## src/cidp_cfg.svh

```systemverilog
// Contract
// - index write to 22h selects a config register; data then moves through 23h
// - accesses reaching an on-chip register complete inside, no external cycle
// - data-port access without a valid index goes external, registers untouched
// - index writes outside C0h-CFh and FEh-FFh go external, keep the selection and disarm any armed index
// - reads of the index port always go external
// - decode a 64 KB I/O space, 8-, 16- and 32-bit accesses
// - upper range 800000F8h-800000FFh is not reserved, treated as any address
// - with trapping enabled, accesses to 3B0h-3DFh raise an SMI
`ifndef CIDP_CFG_SVH
`define CIDP_CFG_SVH
`define CIDP_PORT_INDEX    16'h0022
`define CIDP_PORT_DATA     16'h0023
`define CIDP_IO_TOP        32'h0000ffff
`define CIDP_IDX_LO_MIN    8'hc0
`define CIDP_IDX_LO_MAX    8'hcf
`define CIDP_IDX_HI_MIN    8'hfe
`define CIDP_IDX_HI_MAX    8'hff
`define CIDP_TRAP_LO       16'h03b0
`define CIDP_TRAP_HI       16'h03df
`define CIDP_TRAP_B_LO     16'h03b0
`define CIDP_TRAP_B_HI     16'h03bf
`define CIDP_TRAP_C_LO     16'h03c0
`define CIDP_TRAP_C_HI     16'h03cf
`define CIDP_TRAP_D_LO     16'h03d0
`define CIDP_TRAP_D_HI     16'h03df
`define CIDP_MAP_RESET     8'h00
`define CIDP_BIT_TRAP_B    0
`define CIDP_BIT_TRAP_C    1
`define CIDP_BIT_TRAP_D    2
`define CIDP_IDX_MAP       8'hc0
`endif

```

## src/cidp_pkg.sv

```systemverilog
package cidp_pkg;
	typedef enum logic [1:0] {
		CIDP_SZ_8  = 2'h0,
		CIDP_SZ_16 = 2'h1,
		CIDP_SZ_32 = 2'h2
	} cidp_size_t;
	typedef struct packed {
		logic        write;
		logic [31:0] addr;
		cidp_size_t  size;
		logic [31:0] wdata;
	} cidp_req_t;
	typedef enum logic [1:0] {
		CIDP_ST_IDLE = 2'b00,
		CIDP_ST_INT  = 2'b11,
		CIDP_ST_EXT  = 2'b01
	} cidp_state_t;
endpackage

```

## src/cidp_index_check.sv

```systemverilog
`timescale 1ns/1ns
`default_nettype none
`include "cidp_cfg.svh"
module cidp_index_check (
	input  wire logic [7:0] index,   // candidate index byte
	output logic            valid    // index in on-chip range
);
	// both ranges accepted by the core
	always_comb begin
		valid = ((index >= `CIDP_IDX_LO_MIN) && (index <= `CIDP_IDX_LO_MAX)) ||
			((index >= `CIDP_IDX_HI_MIN) && (index <= `CIDP_IDX_HI_MAX));
	end
endmodule // cidp_index_check
`default_nettype wire

```

## src/cidp_decode.sv

```systemverilog
`timescale 1ns/1ns
`default_nettype none
`include "cidp_cfg.svh"
module cidp_decode #(
	parameter int NREG = 18                          // on-chip config registers
) (
	input  wire logic              clock,             // core clock
	input  wire logic              rst_n,             // async reset, active low
	input  wire logic              req_valid,         // core IN/OUT request
	input  wire cidp_pkg::cidp_req_t req,             // request contents
	output logic                   req_ready,         // request accepted
	output logic                   rsp_valid,         // answer pulse, for internal and external completions
	output logic [31:0]            rsp_rdata,         // read data, internal or from ext_rdata
	output logic                   ext_valid,         // external cycle request
	output cidp_pkg::cidp_req_t    ext_req,           // external cycle contents
	input  wire logic              ext_done,          // external cycle finished
	input  wire logic [31:0]       ext_rdata,         // external read data
	output logic                   smi_trap,          // smi request pulse
	output logic [7:0]             trap_map           // trap map register view
);
	cidp_pkg::cidp_state_t state_reg, state_next;
	cidp_pkg::cidp_req_t   ext_reg, ext_next;
	logic [7:0]  sel_reg, sel_next;
	logic        idx_ok_reg, idx_ok_next;
	logic        rsp_reg, rsp_next;
	logic [31:0] rdata_reg, rdata_next;
	logic        smi_reg, smi_next;
	logic [7:0]  cfg_reg [NREG];
	logic [7:0]  cfg_next [NREG];
	logic        wr_ok;
	logic        in_space, is_idx, is_dat, in_trap;
	logic [15:0] a16;
	logic [4:0]  slot;

	cidp_index_check cidp_index_check_i (
		.index (req.wdata[7:0]),
		.valid (wr_ok)
	);

	// decode of the 64 KB space; upper addresses are not special
	always_comb begin
		in_space = (req.addr <= `CIDP_IO_TOP);
		a16      = req.addr[15:0];
		is_idx   = in_space && (a16 == `CIDP_PORT_INDEX);
		is_dat   = in_space && (a16 == `CIDP_PORT_DATA);
		in_trap  = in_space &&
			((cfg_reg[0][`CIDP_BIT_TRAP_B] && a16 >= `CIDP_TRAP_B_LO && a16 <= `CIDP_TRAP_B_HI) ||
			 (cfg_reg[0][`CIDP_BIT_TRAP_C] && a16 >= `CIDP_TRAP_C_LO && a16 <= `CIDP_TRAP_C_HI) ||
			 (cfg_reg[0][`CIDP_BIT_TRAP_D] && a16 >= `CIDP_TRAP_D_LO && a16 <= `CIDP_TRAP_D_HI));
		// index c0..cf map to 0..15, fe..ff to 16..17
		if (sel_reg[7:4] == 4'hc)
			slot = {1'b0, sel_reg[3:0]};
		else
			slot = 5'h10 + {4'h0, sel_reg[0]};
	end

	assign req_ready = (state_reg == cidp_pkg::CIDP_ST_IDLE);
	assign rsp_valid = rsp_reg;
	assign rsp_rdata = rdata_reg;
	assign ext_valid = (state_reg == cidp_pkg::CIDP_ST_EXT);
	assign ext_req   = ext_reg;
	assign smi_trap  = smi_reg;
	assign trap_map  = cfg_reg[0];

	// one request at a time; external cycles hold the core until done
	always_comb begin
		state_next  = state_reg;
		ext_next    = ext_reg;
		sel_next    = sel_reg;
		idx_ok_next = idx_ok_reg;
		rsp_next    = 1'b0;
		rdata_next  = rdata_reg;
		smi_next    = 1'b0;
		for (int i = 0; i < NREG; i++)
			cfg_next[i] = cfg_reg[i];
		case (state_reg)
			cidp_pkg::CIDP_ST_IDLE: begin
				if (req_valid) begin
					smi_next = in_trap;
					if (is_idx && req.write && wr_ok) begin
						sel_next    = req.wdata[7:0];
						idx_ok_next = 1'b1;
						rsp_next    = 1'b1;
					end else if (is_dat && idx_ok_reg) begin
						idx_ok_next = 1'b0;
						rsp_next    = 1'b1;
						if (req.write)
							cfg_next[slot] = req.wdata[7:0];
						else
							rdata_next = {24'h0, cfg_reg[slot]};
					end else begin
						// bad index, index read, unindexed data, all else
						if (is_dat)
							idx_ok_next = 1'b0;
						// a rejected index must not leave an older index armed
						if (is_idx && req.write)
							idx_ok_next = 1'b0;
						if (is_idx && !req.write)
							idx_ok_next = idx_ok_reg;
						ext_next   = req;
						state_next = cidp_pkg::CIDP_ST_EXT;
					end
				end
			end
			cidp_pkg::CIDP_ST_EXT: begin
				if (ext_done) begin
					rsp_next   = 1'b1;
					rdata_next = ext_rdata;
					state_next = cidp_pkg::CIDP_ST_INT;
				end
			end
			cidp_pkg::CIDP_ST_INT: state_next = cidp_pkg::CIDP_ST_IDLE;
			default: state_next = cidp_pkg::CIDP_ST_IDLE;
		endcase
	end

	// state registers
	always_ff @(posedge clock or negedge rst_n) begin
		if (!rst_n) begin
			state_reg  <= cidp_pkg::CIDP_ST_IDLE;
			ext_reg    <= '0;
			sel_reg    <= 8'h00;
			idx_ok_reg <= 1'b0;
			rsp_reg    <= 1'b0;
			rdata_reg  <= 32'h0;
			smi_reg    <= 1'b0;
			for (int i = 0; i < NREG; i++)
				cfg_reg[i] <= `CIDP_MAP_RESET;
		end else begin
			state_reg  <= state_next;
			ext_reg    <= ext_next;
			sel_reg    <= sel_next;
			idx_ok_reg <= idx_ok_next;
			rsp_reg    <= rsp_next;
			rdata_reg  <= rdata_next;
			smi_reg    <= smi_next;
			for (int i = 0; i < NREG; i++)
				cfg_reg[i] <= cfg_next[i];
		end
	end

	// internal completions never start an external cycle
	a_int_no_ext: assert property (@(posedge clock) disable iff (!rst_n)
		(req_valid && req_ready && is_idx && req.write && wr_ok) |=> !ext_valid)
		else $error("index write went external");
	a_bad_idx_ext: assert property (@(posedge clock) disable iff (!rst_n)
		(req_valid && req_ready && is_idx && req.write && !wr_ok)
		|=> ext_valid && $stable(sel_reg) && !idx_ok_reg)
		else $error("bad index not forwarded");
	a_idx_read_ext: assert property (@(posedge clock) disable iff (!rst_n)
		(req_valid && req_ready && is_idx && !req.write) |=> ext_valid)
		else $error("index read not forwarded");
	a_unidx_ext: assert property (@(posedge clock) disable iff (!rst_n)
		(req_valid && req_ready && is_dat && !idx_ok_reg) |=> ext_valid && !idx_ok_reg)
		else $error("unindexed data access handled inside");
	a_idx_clear: assert property (@(posedge clock) disable iff (!rst_n)
		(req_valid && req_ready && is_dat) |=> !idx_ok_reg)
		else $error("index state not cleared");
	a_data_int: assert property (@(posedge clock) disable iff (!rst_n)
		(req_valid && req_ready && is_dat && idx_ok_reg) |=> rsp_valid && !ext_valid)
		else $error("indexed data access not internal");
	a_trap_smi: assert property (@(posedge clock) disable iff (!rst_n)
		(req_valid && req_ready && in_trap) |=> smi_trap)
		else $error("trap missed");
	a_no_trap: assert property (@(posedge clock) disable iff (!rst_n)
		(req_valid && req_ready && !in_trap) |=> !smi_trap)
		else $error("spurious smi");
	a_out_space: assert property (@(posedge clock) disable iff (!rst_n)
		(req_valid && req_ready && !in_space) |=> ext_valid)
		else $error("out of space access not forwarded");
	a_ext_done: assert property (@(posedge clock) disable iff (!rst_n)
		(ext_valid && ext_done) |=> rsp_valid ##1 req_ready)
		else $error("external completion lost");

	// selection and storage change only through an accepted index or data access
	a_idx_set: assert property (@(posedge clock) disable iff (!rst_n)
		(req_valid && req_ready && is_idx && req.write && wr_ok)
		|=> idx_ok_reg && (sel_reg == $past(req.wdata[7:0])))
		else $error("valid index not taken");
	a_sel_keep: assert property (@(posedge clock) disable iff (!rst_n)
		!(req_valid && req_ready && is_idx && req.write && wr_ok) |=> $stable(sel_reg))
		else $error("selection moved without a valid index");
	a_cfg_write: assert property (@(posedge clock) disable iff (!rst_n)
		(req_valid && req_ready && is_dat && idx_ok_reg && req.write && slot == 5'h00)
		|=> trap_map == $past(req.wdata[7:0]))
		else $error("trap map write lost");
	a_cfg_read: assert property (@(posedge clock) disable iff (!rst_n)
		(req_valid && req_ready && is_dat && idx_ok_reg && !req.write && slot == 5'h00)
		|=> rsp_rdata == {24'h00, $past(trap_map)})
		else $error("trap map read wrong");
	a_unidx_keep: assert property (@(posedge clock) disable iff (!rst_n)
		(req_valid && req_ready && is_dat && !idx_ok_reg) |=> $stable(trap_map))
		else $error("unindexed access changed the trap map");
	a_idx_read_keep: assert property (@(posedge clock) disable iff (!rst_n)
		(req_valid && req_ready && is_idx && !req.write) |=> $stable(idx_ok_reg))
		else $error("index read changed index state");

	// forwarded cycles carry the request unchanged and return the far side's data
	a_ext_fwd: assert property (@(posedge clock) disable iff (!rst_n)
		(req_valid && req_ready && is_dat && !idx_ok_reg) |=> ext_req == $past(req))
		else $error("forwarded request altered");
	a_ext_hold: assert property (@(posedge clock) disable iff (!rst_n)
		(ext_valid && !ext_done) |=> ext_valid && $stable(ext_req))
		else $error("external cycle dropped early");
	a_ext_rdata: assert property (@(posedge clock) disable iff (!rst_n)
		(ext_valid && ext_done) |=> rsp_rdata == $past(ext_rdata))
		else $error("external read data lost");
	a_smi_pulse: assert property (@(posedge clock) disable iff (!rst_n)
		smi_trap |=> !smi_trap)
		else $error("smi held too long");

	// main scenarios seen

	c_idx_then_data: cover property (@(posedge clock) disable iff (!rst_n)
		(req_valid && req_ready && is_idx && req.write && wr_ok) ##[1:4]
		(req_valid && req_ready && is_dat));
	c_ext_cycle: cover property (@(posedge clock) disable iff (!rst_n)
		ext_valid ##[1:8] ext_done);
	c_trap: cover property (@(posedge clock) disable iff (!rst_n) smi_trap);
	c_bad_idx: cover property (@(posedge clock) disable iff (!rst_n)
		req_valid && req_ready && is_idx && req.write && !wr_ok);
	c_idx_read: cover property (@(posedge clock) disable iff (!rst_n)
		req_valid && req_ready && is_idx && !req.write);
endmodule // cidp_decode
`default_nettype wire

```

## config.mk

```make
export PLATFORM = sky130hd
export DESIGN_NAME = cidp_decode
export DESIGN_NICKNAME = d
export VERILOG_FILES = /design/src/cidp_pkg.sv /design/src/cidp_index_check.sv /design/src/cidp_decode.sv
export VERILOG_INCLUDE_DIRS = /design/src /design/src/src
export SDC_FILE = /design/constraint.sdc
export NUM_CORES = 1
export LEC_CHECK = 0
export ABC_AREA = 1
export BUFFER_PORTS_ARGS = -buffer_cell sky130_fd_sc_hd__buf_2
export CELL_PAD_IN_SITES_DETAIL_PLACEMENT = 1
export CELL_PAD_IN_SITES_GLOBAL_PLACEMENT = 1
export CORE_ASPECT_RATIO = 0.6
export CORE_UTILIZATION = 41
export DETAILED_ROUTE_END_ITERATION = 8
export GPL_ROUTABILITY_DRIVEN = 0
export HOLD_SLACK_MARGIN = 0.08
export PLACE_DENSITY_LB_ADDON = 0.2
export SYNTH_ARGS = -nofsm -noshare
export SYNTH_HDL_FRONTEND = slang
export SYNTH_HIERARCHICAL = 1
export SYNTH_SLANG_ARGS = --single-unit
```

## constraint.sdc

```tcl
create_clock -name clock -period 2.2 [get_ports clock]
set_clock_uncertainty 0.15 [all_clocks]
set_input_delay 0.55 -clock clock [delete_from_list [all_inputs] [get_ports clock]]
set_output_delay 0.55 -clock clock [all_outputs]
set_load 0.02 [all_outputs]
```

==> flow_summary.ini, run 1 <==
[run_status]
outcome = finished, final reports clean

[grt]
gr-total-overflow = 0
grt_start_max_net_pins = 53
first_global_vias = 12511
grt_antenna_before_repair = 0
grt.total_usage_pct = 29.46
grt_pass1_wl_microns = 69930

[sta]
tightestPinTransition_ps = 539.7
rsz0062_at_grt = yes
fmax_mhz = 467.1
hold_viol = 0
slew_viol_final = 0
period_minus_slack_ps = 2141
setup_violations = 0
fin_crit_sh_pct = 97.30
max_slew_margin_pct = 64.02
fin_setup_tns_ps = 0
setup_ws_ps = 59.34
whs_ps = 94.49

[die]
die_width_microns = 224.3
die_area_sq_um = 30370
fp.dieH_microns = 135.4
coreArea_sq_um = 28950
io-pin-count = 214
num_rows = 48
initial_core_util_pct = 42.00

[setup_path]
arrival_ps = 1440
r2r_cells = 11
path_max_fanout = 7
path_cells = nor2_2, buf_6, clkbuf_4
endpoint_kind = output pin
crit_start = state_reg[1]
rr_startpoint = sel_reg[4]
crit_path_max_incr_delay_ps = 440
cp_slowest_cell = dfrtp_2
crit_type = reg -> out
crit_path_start_kind = flop
required_ps = 1500

[final_layout]
fin_area_sq_um = 15690
drive_above_1_share_pct = 22.54
area_delta_synth_final_pct = 29.06
fin_cells = 2339
fin_util_pct = 54.21
largest_register_ffs = 136
fill_cells = 3752
diodes = 0
nets = 2024

[yosys]
synthCells = 1624
synth-seq-cells = 256
synth.avg_cell_area_sq_um = 7.487
ys_warn_count = 6
ys_types = 22
syn_nets = 1727
synth-seq-area-share_pct = 52.69
syn-cell-area_sq_um = 12160

[power_and_ir_drop]
leakagePower_nw = 8.656
ir_worst_vdd_mv = 0.6289
power_density_nw_per_um2 = 927.3
total_power_mw = 14.55

[clock_network]
clock_latency_ps = 550
htreeDepth = 1
cts_tree = done
cts_buffers = 27
clkSinkCount = 256
clk_path_buf_depth = 3
clk_pin_slew_worst_paths_ps = 60
cts_root_buffer = clkbuf_16

[placement]
dpl.hpwl_microns = 30150
numPortBuffers = 213
dp_slack_ps = -440.6
dpl.cell_count = 2255
placed_area_sq_um = 14290

[hold_path]
hp-class = in -> reg
hp-start = req[63]
hold_depth = 3

[detailed_routing]
first_pass_iters = 7
postRouteAntennaNets = 0
drtIter0Drc = 828
finalWirelength_microns = 44120
drc = 0
wl_per_cell_microns = 18.86
vias = 12060
via_per_inst = 5.156

[flow_run]
max_cap_violations = 0
[synth_stat cells (all sizes together)]
cell	n	share of area (%)
clkbuf	48	1.5
o21ai	61	2.5
clkinv	1	0.031
buf	43	2.4
a21oi	11	0.45
nand2	898	28
nand4	3	0.15
inv	43	1.3
dfrtp	256	53
a2111oi	1	0.072
nor2	59	2.5
nand3	191	7.9
nor3	1	0.082
a31oi	8	0.41
[cell families (layout without fill, tap and decap cells)]
kind of cell           after synthesis  in the layout  synth area share (%)
buffers and inverters              135            450                 5.197
flip-flops                         256            256                 52.69
AND/OR/NAND/NOR                   1152           1152                 38.67
AO/OA/AOI/OAI                       81             81                 3.447
[layout by cell type (no fill, tap or decap)]
cell           instances
nand2_4                2
dfrtp_2                3
nor2_2                20
buf_8                  1
nand2_2               22
o21ai_0               33
nand4_1                3
clkbuf_1               6
bufinv_16              3
clkinv_1               1
nand3_4                1
dfrtp_1              253
nor3_2                 1
a31oi_1                8
clkbuf_16             27
dlygate4sd3_1         32
nand3_1              187
clkbuf_8               6
o21ai_1               28
buf_4                 93
a2111oi_0              1
buf_12                16
buf_6                  6
a21oi_1               11
nand3_2                3
clkinvlp_4             2
inv_1                 38
nor2_1                27
clkbuf_4               1
nor2_4                12
clkinv_2               5
buf_2                210
nand2_1              874
inv_2                  3
[per-layer routing]
metal	track usage (%)	part of all wire, %	up-vias
met2	44.93	44	294
met4	5.745	1.6	0
li1	-	-	5690
met3	4.988	5.5	59
met1	44.08	49	6017
met5	0	0	-
[critical path: cells and delay by family, from the launching register on]
kind                   cells  cell delay (ps)
AND/OR/NAND/NOR            1              130
buffers and inverters      2              330
flip-flops                 1              440
[final cells by class]
type / count / area [sq um] / share of cell area, %
Clock inverter: 8 / 115.1 / 0.7335
Inverter: 44 / 172.7 / 1.100
Clock buffer: 39 / 780.7 / 4.975
Timing Repair Buffer: 359 / 2480 / 15.80
Multi-Input combinational cell: 1233 / 5234 / 33.35
Sequential cell: 256 / 6410 / 40.85
Tap cell: 400 / 500.5 / 3.189
[path summary, 6_finish.rpt]
path | endpoint | slack (ps)
max in group asynchronous | ext_req[8] | 880
min in group asynchronous | ext_req[45] | 380
worst max-delay path | req_ready | 60
worst max register to register | cfg_reg[53] | 60
worst min register to register | ext_req[8] | 320
worst min-delay path | ext_req[63] | 90
[what timing repair did]
| action | CTS | global route |
|---|---|---|
| hold endpoints to repair | 66 | 0 |
| pin swaps | 1 | 3 |
| setup buffers | 2 | 3 |
| resized for setup | 7 | 38 |
| endpoints found under the setup margin | 25 | 210 |
| hold buffers | 32 | 0 |
[power by group]
part           leakage (nW)  total, mW  internal, mW  switching (mW)
sequential             3.44       6.00          5.53           0.464
combinational          4.77       3.80          1.25            2.55
clock                 0.445       4.76          2.80            1.96
(Power assumes the default switching activity.)
==> inputs of run 2 (changes only) <==
Settings changed: CORE_MARGIN set to 5.
==> flow_summary.ini, run 2 (same netlist as run 1, synthesis figures left out) <==
[clock_network]
htreeDepth = 1
clk_path_buf_depth = 3
clock_latency_ps = 550
cts_tree = done
clk_pin_slew_worst_paths_ps = 60
clkSinkCount = 256
cts_buffers = 27
cts_root_buffer = clkbuf_16

[placement]
numPortBuffers = 213
dp_slack_ps = -439.0
dpl.hpwl_microns = 30190

[flow_run]
max_cap_violations = 0

[die]
die_area_sq_um = 33310
fp.dieH_microns = 143.4
io-pin-count = 214
die_width_microns = 232.3
coreArea_sq_um = 29010
num_rows = 48
initial_core_util_pct = 41.92

[hold_path]
hp-class = in -> reg
hold_path_end = rsp_rdata[23]
hp-start = ext_rdata[23]
hold_depth = 3

[grt]
gr-total-overflow = 0
first_global_vias = 12177
grt_antenna_before_repair = 0
grt.total_usage_pct = 26.07
grt_pass1_wl_microns = 69360
grt_start_max_net_pins = 58

[sta]
period_minus_slack_ps = 2159
hold_viol = 0
slew_viol_final = 0
max_slew_margin_pct = 68.61
tightestPinTransition_ps = 470.8
fin_setup_tns_ps = 0
fmax_mhz = 463.2
setup_ws_ps = 41.22
setup_violations = 0
whs_ps = 105.2
rsz0062_at_grt = yes
fin_crit_sh_pct = 98.13

[power_and_ir_drop]
swShare_pct = 34.56
switchingPower_mw = 4.804
ir_worst_vdd_mv = 0.5927
comb_power_share_pct = 26.9
leakagePower_nw = 8.560
power_frac_seq_pct = 42.9
power_density_nw_per_um2 = 894.6
p_int_mw = 9.097
p_clk_share_pct = 30.2

[setup_path]
crit_path_max_incr_delay_ps = 440
endpoint_kind = output pin
required_ps = 1500
path_cells = nor2_2, buf_4, clkbuf_4
path_max_fanout = 7
rr_startpoint = sel_reg[0]
crit_start = state_reg[1]
cp_slowest_cell = dfrtp_2
cpLargestDelayFamily = flip-flops
r2r_end = rsp_rdata[6]
arrival_ps = 1460
r2r_setup_slack_ps = 130
critical_path_buf_inv_count = 2
crit_path_start_kind = flop
crit_type = reg -> out
r2r_cells = 12

[final_layout]
area_delta_synth_final_pct = 27.80
mostFrequentLayoutCell = nand2_1
drive_above_1_share_pct = 21.82
final_cell_mix = nand2_1 (880), dfrtp_1 (254), buf_2 (211)
diodes = 0
fill_cells = 3708
largest_register_ffs = 136
nets = 2029

[detailed_routing]
postRouteAntennaNets = 0
drtIter0Drc = 923
drc = 0
wl_per_cell_microns = 18.79
finalWirelength_microns = 43950
vias = 12026
via_per_inst = 5.142
first_pass_iters = 5

[run_status]
outcome = finished, final reports clean
-- run 2: changes by cell type in the layout (fill, tap and decap cells not counted), sizes merged, moves of 2 or more --
cell         delta
buf             +5
clkinv          -4
clkbuf          +3
dlygate4sd3     -2
bufinv          -3
-- run 2: power by group through the flow --
stage	clock network, mW	registers, mW	logic [mW]
after floorplan	0	7.06	0.985
after global placement	0	6.01	3.61
after detailed placement	0	6.04	3.71
after CTS	4.30	5.97	3.77
after global routing	4.49	6.08	4.05
final	4.20	5.96	3.74
-- run 2: layer usage --
layer  vias to the layer above  track usage (%)  wire length (microns)
met3                        40            3.515                   2472
met2                       285            40.51                  19490
li1                       5690                -                      -
met4                         0            4.132                    654
met5                         -                0                      0
met1                      6011            39.91                  21330
-- run 2: worst max path at each step --
stage | end | depth (start not counted)
3_3_place_gp | cfg_reg[7] | 12
4_1_cts | req_ready | 3
5_1_grt | cfg_reg[57] | 12
3_5_place_dp | cfg_reg[15] | 12
2_1_floorplan | ext_req[0] | 11
6_report | req_ready | 3
-- run 2: final cells by class --
type	instances	area [sq um]	area share (%)
clock buffers	41	758.2	4.879
clock inverters	1	5.005	0.03221
inverters	44	176.4	1.135
multi-input cells	1234	5202	33.48
flip-flops and latches	256	6409	41.24
well taps	400	500.5	3.221
repair buffers	363	2489	16.01
-- run 2: through the flow --
| stage | utilization, % | std cells | power [mW] | cell area (sq um) |
|---|---|---|---|---|
| after CTS | 53.11 | 2334 | 14.04 | 15410 |
| after floorplan | - | 1624 | 8.044 | 12160 |
| final | 53.57 | 2339 | 13.90 | 15540 |
| after global routing | 53.57 | 2339 | 14.63 | 15540 |
| after detailed placement | 49.45 | 2262 | 9.756 | 14340 |
| after global placement | 49.45 | 2262 | 9.625 | 14340 |
-- run 2: timing repair --
action	4_1_cts	5_1_grt
endpoints found under the setup margin	0	140
setup buffers	0	3
endpoints found under the hold margin	67	0
resized for setup	0	23
hold buffers	30	0
-- run 2: worst reg2reg max path, delay by kind of cell (launching register included) --
kind	cells	cell delay, ps
buf+inv	2	470
simple gates	10	950
flops	1	430
==> inputs of run 3 (changes only) <==
--- a/constraint.sdc
+++ b/constraint.sdc
@@ -4,2 +4,2 @@
 set_output_delay 0.55 -clock clock [all_outputs]
-set_load 0.02 [all_outputs]
+set_load 0.1 [all_outputs]
==> flow_summary.ini, run 3 (same netlist as run 1, synthesis figures left out) <==
[detailed_routing]
postRouteAntennaNets = 0
vias = 12143
via_per_inst = 5.167
wl_per_cell_microns = 18.87
finalWirelength_microns = 44340
drtIter0Drc = 810
first_pass_iters = 5
drc = 0

[clock_network]
clkSinkCount = 256
clock_latency_ps = 550
cts_root_buffer = clkbuf_16
cts_buffers = 26
htreeDepth = 1
cts_tree = done
clk_pin_slew_worst_paths_ps = 60
clk_path_buf_depth = 3

[final_layout]
fill_cells = 3668
multi_input_area_sq_um = 5226
largest_register_ffs = 136
fin_cells = 2350
area_delta_synth_final_pct = 30.14
drive_above_1_share_pct = 22.77
nets = 2038
fin_area_sq_um = 15820
diodes = 0
mostFrequentLayoutCell = nand2_1
final_cell_mix = nand2_1 (877), dfrtp_1 (254), buf_2 (210)
seqCellArea_sq_um = 6409

[power_and_ir_drop]
power_frac_seq_pct = 30.6
total_power_mw = 19.60
ir_worst_vdd_mv = 1.530
p_int_mw = 9.532
leakagePower_nw = 8.741
switchingPower_mw = 10.07
p_clk_share_pct = 24.0
power_density_nw_per_um2 = 1239
comb_power_share_pct = 45.5
swShare_pct = 51.37

[die]
die_width_microns = 232.3
initial_core_util_pct = 41.92
die_area_sq_um = 33310
fp.dieH_microns = 143.4
io-pin-count = 214
num_rows = 48
coreArea_sq_um = 29010

[grt]
grt_antenna_before_repair = 0
first_global_vias = 12752
grt_pass1_wl_microns = 70540
grt_start_max_net_pins = 57
gr-total-overflow = 0
grt.total_usage_pct = 26.38

[setup_path]
crit_type = reg -> out
arrival_ps = 1440
path_cells = buf_4, nor2_4, buf_12
crit_path_max_incr_delay_ps = 380
cp_slowest_cell = dfrtp_1
required_ps = 1500
crit_path_start_kind = flop
endpoint_kind = output pin
path_max_fanout = 4

[sta]
setup_violations = 0
hold_viol = 0
period_minus_slack_ps = 2138
whs_ps = 88.37
max_slew_margin_pct = 64.58
fin_crit_sh_pct = 97.19
fmax_mhz = 467.7
fin_setup_tns_ps = 0
slew_viol_final = 0
tightestPinTransition_ps = 535.0

[run_status]
outcome = finished, final reports clean

[placement]
dpl.hpwl_microns = 30620
numPortBuffers = 213
placed_area_sq_um = 14410
dpl.cell_count = 2264

[hold_path]
hp-class = in -> reg

[flow_run]
max_cap_violations = 0
## run 3: cell count changes in the layout (fill, tap and decap cells not counted), sizes merged
cell,before,now
bufinv,0,4
clkinv,2,3
buf,331,344
clkbuf,43,36
clkinvlp,3,5
nor2,60,59
dlygate4sd3,30,29
## run 3: cell type report
type | count | share of cell area [%]
sequential | 256 | 40.50
clock buffer | 35 | 4.586
tap | 400 | 3.163
inverter | 44 | 1.131
timing repair buffer | 374 | 16.68
clock inverter | 8 | 0.9172
multi-input combinational | 1233 | 33.03
## run 3: layer usage
| metal | up-vias | track usage [%] | wire length (microns) |
|---|---|---|---|
| li1 | 5698 | - | - |
| met1 | 6107 | 38.37 | 20610 |
| met2 | 292 | 42.65 | 20460 |
| met3 | 46 | 4.443 | 2631 |
| met4 | 0 | 4.411 | 636 |
| met5 | - | 0 | 0 |
## run 3: per-stage QoR
| stage | util (%) | setup slack, ps |
|---|---|---|
| 2_1_floorplan | - | 65.61 |
| 3_3_place_gp | 49.66 | -294.8 |
| 3_5_place_dp | 49.66 | -444.7 |
| 4_1_cts | 53.83 | 1.352 |
| 5_1_grt | 54.55 | -13.64 |
| 6_report | 54.55 | 61.82 |
## run 3: critical path, delay by kind of cell (launching register included)
| family | cells | cell delay [ps] |
|---|---|---|
| DFF | 1 | 380 |
| buffers and inverters | 2 | 340 |
| and+or+nand+nor | 1 | 160 |
## run 3: power by group through the flow
| stage | logic [mW] | registers [mW] | clock network (mW) |
|---|---|---|---|
| after floorplan | 1.06 | 12.1 | 0 |
| after global routing | 9.22 | 6.10 | 4.99 |
| after global placement | 8.75 | 6.04 | 0 |
| after CTS | 8.94 | 5.99 | 4.76 |
| after detailed placement | 8.86 | 6.06 | 0 |
| final | 8.91 | 5.99 | 4.70 |
## run 3: timing repair
item                                    4_1_cts  5_1_grt
setup buffers                                 3       10
pin swaps                                     2        9
endpoints found under the hold margin        63        0
cloned                                        0        1
gates resized for setup                       7       32
endpoints found under the setup margin       34      105
hold buffers                                 29        0
## run 3: worst paths after layout
path,start,to,slack [ps],cells past startpoint
max,state_reg[0],req_ready,60,3
max in group asynchronous,rst_n,cfg_reg[13],880,3
min reg2reg,ext_req[39],ext_req[39],320,2
min,req[10],ext_req[10],90,3
min in group asynchronous,rst_n,ext_req[20],320,2
max reg2reg,sel_reg[4],cfg_reg[70],90,11
